**src/shared/smcd_pkg.sv**
```systemverilog
// package for the switch monitor command decoder: opcodes, fields, timing
package smcd_pkg;

   // serial frame
   localparam int          CMD_W      = 16;
   localparam int          FIELD_W    = 12;
   localparam int          TEST_BIT   = 15;
   localparam int          OPC_LSB    = 12;
   localparam logic [4:0]  FRAME_BITS = 5'h10;
   localparam logic [4:0]  FRAME_OVER = 5'h11;

   // top-nibble opcodes; every other nibble with a clear top bit does nothing
   localparam logic [3:0]  OPC_SLEEP  = 4'h0;
   localparam logic [3:0]  OPC_RUN    = 4'h1;
   localparam logic [3:0]  OPC_DIS    = 4'h3;
   localparam logic [3:0]  OPC_MET    = 4'h5;

   // reset values of the three configuration registers, and the response pad
   localparam logic [11:0] RUN_RESET  = 12'h000;
   localparam logic [11:0] DIS_RESET  = 12'h000;
   localparam logic [11:0] MET_RESET  = 12'h000;
   localparam logic [1:0]  RSP_PAD    = 2'h0;

   // timing
   localparam int CLK_PERIOD_NS   = 50;
   localparam int SENSE_PERIOD_NS = 4800000;
   localparam int WAKE_BASE_NS    = 2800000;
   localparam int SENSE_CYC_DEF   = SENSE_PERIOD_NS / CLK_PERIOD_NS;
   localparam int WAKE_CYC_DEF    = WAKE_BASE_NS / CLK_PERIOD_NS;

   // operating mode; codes equal the operating_select field
   typedef enum logic [1:0] {
      MODE_SLEEP    = 2'h0,
      MODE_NORMAL   = 2'h1,
      MODE_POLL     = 2'h2,
      MODE_POLL_TMR = 2'h3
   } smcd_mode_e;

   // polling phase, gray along idle -> on -> off
   typedef enum logic [1:0] {
      PH_IDLE = 2'h0,
      PH_ON   = 2'h1,
      PH_OFF  = 2'h3
   } smcd_phase_e;

   typedef struct packed {
      logic [1:0] operating_select;
      logic [2:0] off_interval_sel;
      logic       spare;
      logic [1:0] wake_period_sel;
      logic [3:0] prog_input_polarity;
   } smcd_run_s;

   typedef struct packed {
      logic [5:0] ground;
      logic [3:0] prog;
      logic [1:0] battery;
   } smcd_inputs_s;

   // off interval in base sense periods
   function automatic logic [5:0] off_mult(input logic [2:0] sel);
      case (sel)
         3'h0:    off_mult = 6'h05;
         3'h1:    off_mult = 6'h09;
         3'h2:    off_mult = 6'h11;
         3'h3:    off_mult = 6'h19;
         3'h4:    off_mult = 6'h21;
         3'h5:    off_mult = 6'h29;
         3'h6:    off_mult = 6'h31;
         default: off_mult = 6'h39;
      endcase
   endfunction

   // wake interval in wake base periods
   function automatic logic [9:0] wake_mult(input logic [1:0] sel);
      case (sel)
         2'h0:    wake_mult = 10'h201;
         2'h1:    wake_mult = 10'h101;
         2'h2:    wake_mult = 10'h081;
         default: wake_mult = 10'h041;
      endcase
   endfunction

endpackage

```
**src/hdl/smcd_sync.sv**
```systemverilog
// two-flop synchroniser for a group of asynchronous levels
`timescale 1ns/1ps
module smcd_sync #(
   parameter int           W   = 1,
   parameter logic [W-1:0] RST = '0
) (
   input  wire logic         core_clk,
   input  wire logic         nrst,
   input  wire logic [W-1:0] async_in,
   output logic      [W-1:0] sync_out
);
   logic [W-1:0] meta_q;

   // meta_q feeds only the second stage; reset to the idle levels so no false edge follows reset
   always_ff @(posedge core_clk) begin
      if (!nrst) begin
         meta_q   <= RST;
         sync_out <= RST;
      end else begin
         meta_q   <= async_in;
         sync_out <= meta_q;
      end
   end
endmodule

```
**src/hdl/smcd_top.sv**
```systemverilog
// switch monitor command decoder: serial slave, configuration registers, polling timers
`timescale 1ns/1ps
module smcd_top #(
   parameter int SENSE_CYC = smcd_pkg::SENSE_CYC_DEF,
   parameter int WAKE_CYC  = smcd_pkg::WAKE_CYC_DEF
) (
   input  wire logic               core_clk,
   input  wire logic               nrst,
   input  wire logic               spi_sclk,
   input  wire logic               spi_cs_n,
   input  wire logic               spi_si,
   output logic                    spi_so,
   output logic                    spi_so_oe_n,
   output smcd_pkg::smcd_mode_e    op_mode,
   output logic                    test_mode,
   output logic                    blocks_on,
   output smcd_pkg::smcd_inputs_s  current_en,
   output smcd_pkg::smcd_inputs_s  comparator_en,
   output smcd_pkg::smcd_inputs_s  wetting_en,
   output logic [3:0]              prog_input_polarity,
   output logic                    wake_irq_n
);
   localparam int PW = $clog2(SENSE_CYC + 1);
   localparam int WW = $clog2(WAKE_CYC + 1);
   localparam logic [2:0] PIN_IDLE = 3'h2; // clock low, select high, data low

   ////////////////////////////////////////////////////////////////////////////
   // pin synchronisers

   logic s_sclk;
   logic s_cs_n;
   logic s_si;

   smcd_sync #(.W(3), .RST(PIN_IDLE)) u_sync (
      .core_clk (core_clk),
      .nrst     (nrst),
      .async_in ({spi_sclk, spi_cs_n, spi_si}),
      .sync_out ({s_sclk, s_cs_n, s_si})
   );

   ////////////////////////////////////////////////////////////////////////////
   // serial shifter

   logic                  sclk_prev_q;
   logic                  cs_prev_q;
   logic [15:0]           rx_q;
   logic [15:0]           tx_q;
   logic [4:0]            bit_cnt_q;
   logic                  oe_n_q;
   smcd_pkg::smcd_mode_e  mode_q;
   smcd_pkg::smcd_run_s   run_q;
   smcd_pkg::smcd_inputs_s en_mask_q;
   smcd_pkg::smcd_inputs_s metal_q;
   logic                  test_q;

   // edges seen on the sampled link clock and select
   wire sclk_rise = s_sclk & ~sclk_prev_q;
   wire sclk_fall = ~s_sclk & sclk_prev_q;
   wire cs_fall   = ~s_cs_n & cs_prev_q;
   wire cs_rise   = s_cs_n & ~cs_prev_q;
   wire in_frame  = ~s_cs_n;
   wire cnt_full  = (bit_cnt_q == smcd_pkg::FRAME_OVER);

   // response word: mode code, pad, current enable mask
   wire [15:0] status_word = {mode_q, smcd_pkg::RSP_PAD, en_mask_q};

   // a frame counts only when select rises after exactly sixteen clocks
   wire cmd_valid = cs_rise & (bit_cnt_q == smcd_pkg::FRAME_BITS);

   always_ff @(posedge core_clk) begin
      if (!nrst) begin
         sclk_prev_q <= 1'b0;
         cs_prev_q   <= 1'b1;
      end else begin
         sclk_prev_q <= s_sclk;
         cs_prev_q   <= s_cs_n;
      end
   end

   // receive msb first on rising clock; a 17th clock marks the frame bad
   always_ff @(posedge core_clk) begin
      if (!nrst) begin
         rx_q      <= 16'h0000;
         bit_cnt_q <= 5'h00;
      end else if (cs_fall) begin
         bit_cnt_q <= 5'h00;
      end else if (in_frame && sclk_rise && !cnt_full) begin
         rx_q      <= {rx_q[14:0], s_si};
         bit_cnt_q <= bit_cnt_q + 5'h01;
      end
   end

   // transmit: load on select fall, advance on falling clock
   always_ff @(posedge core_clk) begin
      if (!nrst) begin
         tx_q   <= 16'h0000;
         oe_n_q <= 1'b1;
      end else begin
         oe_n_q <= s_cs_n;
         if (cs_fall) begin
            tx_q <= status_word;
         end else if (in_frame && sclk_fall) begin
            tx_q <= {tx_q[14:0], 1'b0};
         end
      end
   end

   assign spi_so      = tx_q[15];
   assign spi_so_oe_n = oe_n_q; // released whenever select is high

   ////////////////////////////////////////////////////////////////////////////
   // command decode

   wire [3:0]            opc      = rx_q[15:smcd_pkg::OPC_LSB];
   wire [11:0]           field    = rx_q[11:0];
   smcd_pkg::smcd_run_s  run_word;
   assign run_word = field;

   // the top bit overrides any opcode; unlisted nibbles fall through to nothing
   wire is_test  = cmd_valid & rx_q[smcd_pkg::TEST_BIT];
   wire is_run   = cmd_valid & (opc == smcd_pkg::OPC_RUN);
   wire is_dis   = cmd_valid & (opc == smcd_pkg::OPC_DIS);
   wire is_met   = cmd_valid & (opc == smcd_pkg::OPC_MET);
   wire is_sleep = cmd_valid & (opc == smcd_pkg::OPC_SLEEP);
   wire nonfunc  = cmd_valid & ~rx_q[smcd_pkg::TEST_BIT] & ~is_run & ~is_dis & ~is_met & ~is_sleep;

   // run word: 00 in operating_select keeps the mode but polarity still lands
   wire sel_defined = (run_word.operating_select != 2'h0);
   wire mode_load   = is_run & sel_defined;

   always_ff @(posedge core_clk) begin
      if (!nrst) begin
         mode_q <= smcd_pkg::MODE_SLEEP;
         test_q <= 1'b0;
      end else begin
         if (mode_load) begin
            mode_q <= smcd_pkg::smcd_mode_e'(run_word.operating_select);
         end else if (is_sleep) begin
            mode_q <= smcd_pkg::MODE_SLEEP;
         end
         if (is_test) begin
            test_q <= 1'b1;
         end else if (is_run || is_dis || is_met || is_sleep) begin
            test_q <= 1'b0;
         end
      end
   end

   // configuration registers; disable and metallic leave the mode alone
   always_ff @(posedge core_clk) begin
      if (!nrst) begin
         run_q     <= smcd_pkg::RUN_RESET;
         en_mask_q <= smcd_pkg::DIS_RESET;
         metal_q   <= smcd_pkg::MET_RESET;
      end else begin
         if (is_run) begin
            run_q <= run_word;
         end
         if (is_dis) begin
            en_mask_q <= field;
         end
         if (is_met) begin
            metal_q <= field;
         end
      end
   end

   ////////////////////////////////////////////////////////////////////////////
   // polling sequencer: one sense period on, multiplier periods off

   smcd_pkg::smcd_phase_e phase_q;
   logic [PW-1:0]         pre_q;
   logic [5:0]            off_cnt_q;

   wire polling   = (mode_q == smcd_pkg::MODE_POLL) | (mode_q == smcd_pkg::MODE_POLL_TMR);
   wire sense_tk  = polling & (pre_q == PW'(SENSE_CYC - 1));
   wire [5:0] off_limit = smcd_pkg::off_mult(run_q.off_interval_sel);
   wire off_done  = sense_tk & (off_cnt_q == off_limit - 6'h01);

   // prescaler free-runs in polling; zero otherwise so each entry starts clean
   always_ff @(posedge core_clk) begin
      if (!nrst || !polling || sense_tk || is_run) begin
         pre_q <= '0;
      end else begin
         pre_q <= pre_q + PW'(1);
      end
   end

   always_ff @(posedge core_clk) begin
      if (!nrst) begin
         phase_q   <= smcd_pkg::PH_IDLE;
         off_cnt_q <= 6'h00;
      end else if (!polling || is_run) begin
         // a run word restarts the sequence so a new multiplier never meets a count past it
         phase_q   <= smcd_pkg::PH_IDLE;
         off_cnt_q <= 6'h00;
      end else begin
         case (phase_q)
            smcd_pkg::PH_IDLE: phase_q <= smcd_pkg::PH_ON;
            smcd_pkg::PH_ON: begin
               if (sense_tk) begin
                  phase_q   <= smcd_pkg::PH_OFF;
                  off_cnt_q <= 6'h00;
               end
            end
            smcd_pkg::PH_OFF: begin
               if (off_done) begin
                  phase_q <= smcd_pkg::PH_ON;
               end else if (sense_tk) begin
                  off_cnt_q <= off_cnt_q + 6'h01;
               end
            end
            default: phase_q <= smcd_pkg::PH_IDLE;
         endcase
      end
   end

   ////////////////////////////////////////////////////////////////////////////
   // wake-up timer, only counts in polling with timer

   logic [WW-1:0] wpre_q;
   logic [9:0]    wake_cnt_q;
   logic          wake_q;

   wire timer_mode = (mode_q == smcd_pkg::MODE_POLL_TMR);
   wire wake_tk    = timer_mode & (wpre_q == WW'(WAKE_CYC - 1));
   wire [9:0] wake_limit = smcd_pkg::wake_mult(run_q.wake_period_sel);
   wire wake_fire  = wake_tk & (wake_cnt_q == wake_limit - 10'h001);

   always_ff @(posedge core_clk) begin
      if (!nrst || !timer_mode || wake_tk || is_run) begin
         wpre_q <= '0;
      end else begin
         wpre_q <= wpre_q + WW'(1);
      end
   end

   // interrupt stays low until the next good frame; a new fire beats the clear
   always_ff @(posedge core_clk) begin
      if (!nrst) begin
         wake_cnt_q <= 10'h000;
         wake_q     <= 1'b0;
      end else begin
         if (!timer_mode || wake_fire || is_run) begin
            wake_cnt_q <= 10'h000;
         end else if (wake_tk) begin
            wake_cnt_q <= wake_cnt_q + 10'h001;
         end
         if (wake_fire) begin
            wake_q <= 1'b1;
         end else if (cmd_valid) begin
            wake_q <= 1'b0;
         end
      end
   end

   ////////////////////////////////////////////////////////////////////////////
   // outputs to the analog input blocks

   wire awake = (mode_q != smcd_pkg::MODE_SLEEP);
   // in sleep everything is off; comparators stay attached even when an input is disabled
   assign blocks_on     = awake & (!polling | (phase_q == smcd_pkg::PH_ON));
   assign current_en    = en_mask_q & {12{blocks_on}};
   assign comparator_en = {12{blocks_on}};
   assign wetting_en    = current_en & metal_q;
   assign prog_input_polarity = run_q.prog_input_polarity;
   assign op_mode    = mode_q;
   assign test_mode  = test_q;
   assign wake_irq_n = ~wake_q;

   int unsigned off_len_h;
   always_ff @(posedge core_clk) begin
      if (!nrst || phase_q != smcd_pkg::PH_OFF) begin
         off_len_h <= 0;
      end else begin
         off_len_h <= off_len_h + 1;
      end
   end
endmodule

```
**config.mk**
```make
export PLATFORM = sky130hd
export DESIGN_NAME = smcd_top
export DESIGN_NICKNAME = d
export VERILOG_FILES = /design/src/shared/smcd_pkg.sv /design/src/hdl/smcd_sync.sv /design/src/hdl/smcd_top.sv
export SDC_FILE = /design/constraint.sdc
export NUM_CORES = 1
export LEC_CHECK = 0
export BUFFER_PORTS_ARGS = -buffer_cell sky130_fd_sc_hd__buf_4
export CORE_MARGIN = 8
export CORE_UTILIZATION = 64
export DETAILED_ROUTE_END_ITERATION = 8
export GPL_TIMING_DRIVEN = 1
export PLACE_DENSITY = 0.85
export SETUP_SLACK_MARGIN = 0.4
export SYNTH_ARGS = -nofsm -noshare
export SYNTH_HDL_FRONTEND = slang
export SYNTH_SLANG_ARGS = --single-unit
```
**constraint.sdc**
```tcl
create_clock -name core_clk -period 6.05 [get_ports core_clk]
set_input_delay 1.21 -clock core_clk [delete_from_list [all_inputs] [get_ports core_clk]]
set_output_delay 1.21 -clock core_clk [all_outputs]
set_load 0.005 [all_outputs]
```
==> summary by stage <==
Synth
The cell count after synthesis is 662. The post-synthesis async set-or-reset flop share is 0. The largest family of logic cells by synthesized area is simple AND/OR/NAND/NOR gates. The synthesized netlist contains 49 unique library cells.

In this run, synthesis inferred 0 flip-flops with an integrated enable. Among all flip-flop cells after synthesis, the most frequent one is dfxtp_1. In the post-synthesis netlist, the cell with the most instances is dfxtp_1. The fraction of the mapped netlist area in compound gates is 0.08763. The xor-xnor portion of the synthesized cell area is 0.07002. After synthesis, the most frequently instantiated cells are dfxtp_1, nand2_1, nor2_1. Of the total synthesized cell area, the portion taken by AND, OR, NAND and NOR gates is 0.2664.

The register bit count reported by yosys is 133. During synthesis, Yosys emitted a total of 0 warnings. Synthesis produced a netlist with a net count of 676. Of the total synthesized cell area, the portion taken by full adders, half adders and majority gates is 0.01957. The biggest area contributor in the post-synthesis netlist is dfxtp_1.

Measured against the total synthesized area, the mux share comes to 0.03849. The area share of the largest cell type after synthesis is 0.4627. The average cell area after synthesis is 8.692 sq um.

The register area share after synthesis is 0.4627. In this run the cell area of the synthesized design comes to 5754 sq um. Sorting the synthesized cells by area gives the leading types as dfxtp_1, nand2_1, nor2_1.

STA
The sum of negative setup slack is 0 ns. Setup violations remaining at the end of the flow were counted as 0. The upper clock frequency limit is 299.3 MHz.

The number of pins exceeding their max-slew limit in the final report is 0. The slew of the pin with the lowest slew margin is 1.260 ns. The final setup skew is 0.007436 ns.

The time the worst path needs with I/O delays and setup is 3.341 ns. Setup repair after global routing left no endpoint under its margin. The worst slew margin relative to its limit is 0.1580. The share of the clock period used by the worst path is 0.5522. The final hold violation count is 0.

Routing
The routed metal-1 wirelength is 5.440 mm. The number of detailed-routing iterations run before antenna repair is 7. The overall via count from detail_route is 4,705. The highest layer touched by signal routing is met4. After the first detailed-routing iteration, the DRC count stood at 382. The routed wirelength normalized by instance count is 15.94 um.

The number of vias per cell is 5.794. The remaining antenna violation count after routing is 0. Wire segments on met3 add up to 597 um in the final route.

In the detailed route, the total length drawn on met2 is 6.700 mm. The detailed-route wire length is 12.95 mm. The post-detailed-route DRC marker count is 0.

Die
The die is 110.8 um wide. For this configuration, the core starts out at a cell density of 0.6598. The number of placement rows is 34. The die footprint is 12,280 sq um. After floorplanning, the core was sized to cover 8721 sq um. The number of top-level design ports is 52.

In this run the vertical extent of the chip is 110.8 um.

Global routing
The number of global-route vias before repair came to 4,593. Entering global routing, the biggest net connects 62 pins. The initial antenna violation count is 0. For this run the aggregate overflow at the end of global routing stands at 0. The all-layer global routing usage is 0.2106. The global-route wire length before repair is 21.87 mm.

Pwr
The clock power share is 0.512. Dividing total power by cell area gives a power density of 278.7 nW/um^2. The share of total power dissipated in combinational logic is 0.010.

For this design the total switching power over the nets is 0.4093 mW. The leakage power total is 2.351 nW. The share of total power dissipated in sequential elements is 0.478. The internal power is 1.431 mW. The switching share of power is 0.2224. The worst IR drop on VDD is 0.2372 mV.

Layout
The repair_antennas step left the layout with diodes totalling 0. After filler insertion, the fill cell instance count of the layout stands at 602. Of the cells placed in the final design, the portion with a size suffix greater than 1 is 0.1349. The final net count is 705.

The finished layout holds 812 standard cells, fillers aside. The area growth from synthesis to layout is 14.76%.

Critical path
The number of buffers and inverters on the critical path is 1. Among all stages on the critical path, the largest delay is contributed by mux2_2. Data arrives at the worst endpoint at 2.13 ns. The critical path endpoint category is an output pin.

The critical path crosses 3 cells after its start point. Traced cell by cell, the critical path runs through mux2_2, and3_1, buf_4. The worst setup path is of the reg2out kind.

The data required time of the worst path is 4.84 ns. The kind of start point of the critical path is a flip-flop. The cell type group with the largest total delay on the critical path is multiplexers. The worst register-to-register path has a depth of 7. Of all nets on the critical path, the largest fanout is 37.

The largest stage delay on the critical path is 0.60 ns.

Place
Buffers placed on the I/O ports in this run total 51. Counting tap cells, the placed design contains a total of 780 instances. The final weighted congestion in routability-driven placement is 0.8207.

The final HPWL from detailed placement is 8.438 mm.

Clock network
The number of buffers created by CTS is 17. Once the clock tree was built, the resizer swapped 0 gates to a different size. The number of hold buffers added after CTS is 0.

TritonCTS built the clock tree. The sink count of the clock tree is 133. Buffers added to address setup during post-CTS repair amount to 0. The H-tree was split into 4 levels. The cell at the root of the clock tree is clkbuf_8.

After clock tree synthesis, the clock-pin slew on the worst setup and hold paths is 0.06 ns. The clock insertion delay at the later pin of the skew report is 0.51 ns. The longest clock path from root to sink contains 2 buffers.

Flow run
Max-cap violations in this run came to 0.

Status
The run finished with clean final reports.

Worst hold path
The cell depth of the worst min-delay path is 1. The type of the most critical hold path is reg2reg.
==> layout make-up <==
type | instances | area [sq um] | area share
Clock buffer | 18 | 417.9 | 0.06328
Clock inverter | 14 | 127.6 | 0.01933
Inverter | 20 | 75.07 | 0.01137
Multi-Input combinational cell | 465 | 2780 | 0.4210
Sequential cell | 133 | 2663 | 0.4032
Tap cell | 108 | 135.1 | 0.02046
Timing Repair Buffer | 54 | 405.4 | 0.06139
==> kinds of logic (layout without fill, tap and decap cells) <==
| family | count (synthesis) | count (layout) |
|---|---|---|
| AND/OR/NAND/NOR | 313 | 313 |
| buffers and inverters | 64 | 106 |
| XOR/XNOR | 46 | 46 |
| AO/OA/AOI/OAI | 75 | 75 |
| multiplexers | 22 | 22 |
| flip-flops | 133 | 133 |
| adder cells (fa/ha/maj) | 9 | 9 |
==> power by group through the flow <==
| stage | clock network, mW | logic [mW] | registers (mW) |
|---|---|---|---|
| 6_report | 0.943 | 0.0178 | 0.880 |
| 5_1_grt | 0.996 | 0.0194 | 0.880 |
| 4_1_cts | 0.952 | 0.0175 | 0.880 |
| 3_5_place_dp | 0 | 0.0174 | 0.899 |
| 3_3_place_gp | 0 | 0.0170 | 0.899 |
| 2_1_floorplan | 0 | 0.0125 | 0.899 |
==> metrics by stage <==
step	hold WS, ns	util	power, mW	instance area, sq um	setup slack (ns)
after floorplan	0.3863	-	0.9115	5754	3.511
after global placement	0.3918	0.6947	0.9163	6058	3.054
after detailed placement	0.4046	0.6947	0.9168	6058	2.907
after CTS	0.4132	0.7572	1.849	6604	2.701
after global routing	0.4339	0.7572	1.895	6604	2.639
final	0.4101	0.7572	1.841	6604	2.709
==> sequential cells by signal, indices dropped and copies added, names as in the netlist <==
| name | cells |
|---|---|
| pre_q | 17 |
| rx_q | 16 |
| tx_q | 16 |
| wpre_q | 16 |
| en_mask_q | 12 |
| metal_q | 12 |
| wake_cnt_q | 10 |
| off_cnt_q | 6 |
| bit_cnt_q | 5 |
| run_q | 5 |
| prog_input_polarity | 4 |
| u_sync.meta_q | 3 |
| u_sync.sync_out | 3 |
| op_mode | 2 |
| phase_q | 2 |
| sclk_prev_q | 1 |
| spi_so_oe_n | 1 |
| test_mode | 1 |
| wake_q | 1 |
==> worst register-to-register path, cell delays in order (launching register included) <==
cell,delay [ns]
dfxtp_1,0.42
inv_1,0.07
ha_1,0.19
and3b_1,0.18
and2_1,0.22
a31oi_1,0.70
nand3_1,0.68
nor2_1,0.29
==> metal layers <==
metal / up-vias / track usage
li1: 2301 / -
met1: 2266 / 0.2452
met2: 117 / 0.3633
met3: 21 / 0.05411
met4: 0 / 0.07568
met5: - / 0
==> placed cells by master, fill, tap and decap left out, types with 2 or more instances in the layout <==
cell | Yosys | routed
ha_1 | 9 | 9
nand4_1 | 7 | 7
nor4_1 | 6 | 5
inv_1 | 20 | 19
a222oi_1 | 12 | 12
o21ai_0 | 5 | 5
clkinv_2 | 0 | 3
o31ai_1 | 6 | 6
or3_1 | 2 | 2
inv_6 | 0 | 4
xnor2_1 | 26 | 26
buf_4 | 17 | 54
nor3_1 | 8 | 8
xor2_1 | 20 | 20
nand4b_1 | 2 | 2
clkbuf_16 | 0 | 16
o211ai_1 | 2 | 2
clkinvlp_4 | 0 | 4
nor4_2 | 3 | 4
nand2_1 | 91 | 91
or4_1 | 7 | 7
nand3_1 | 26 | 26
nand2b_1 | 10 | 10
and3_1 | 24 | 24
and2_1 | 19 | 19
nor4b_1 | 2 | 2
a21oi_1 | 41 | 41
nor2b_1 | 7 | 7
and4_1 | 2 | 2
mux2i_1 | 21 | 21
clkinv_4 | 0 | 2
dfxtp_1 | 133 | 133
nor2_1 | 90 | 90
==> final timing paths <==
kind,startpoint,endpoint,slack [ns]
hold / removal,u_sync.meta_q[1],u_sync.sync_out[1],0.41
setup / recovery,op_mode[1],wetting_en[3],2.71
hold reg to reg,u_sync.meta_q[1],u_sync.sync_out[1],0.41
setup reg to reg,bit_cnt_q[0],wpre_q[5],3.21
(Power assumes the default switching activity.)
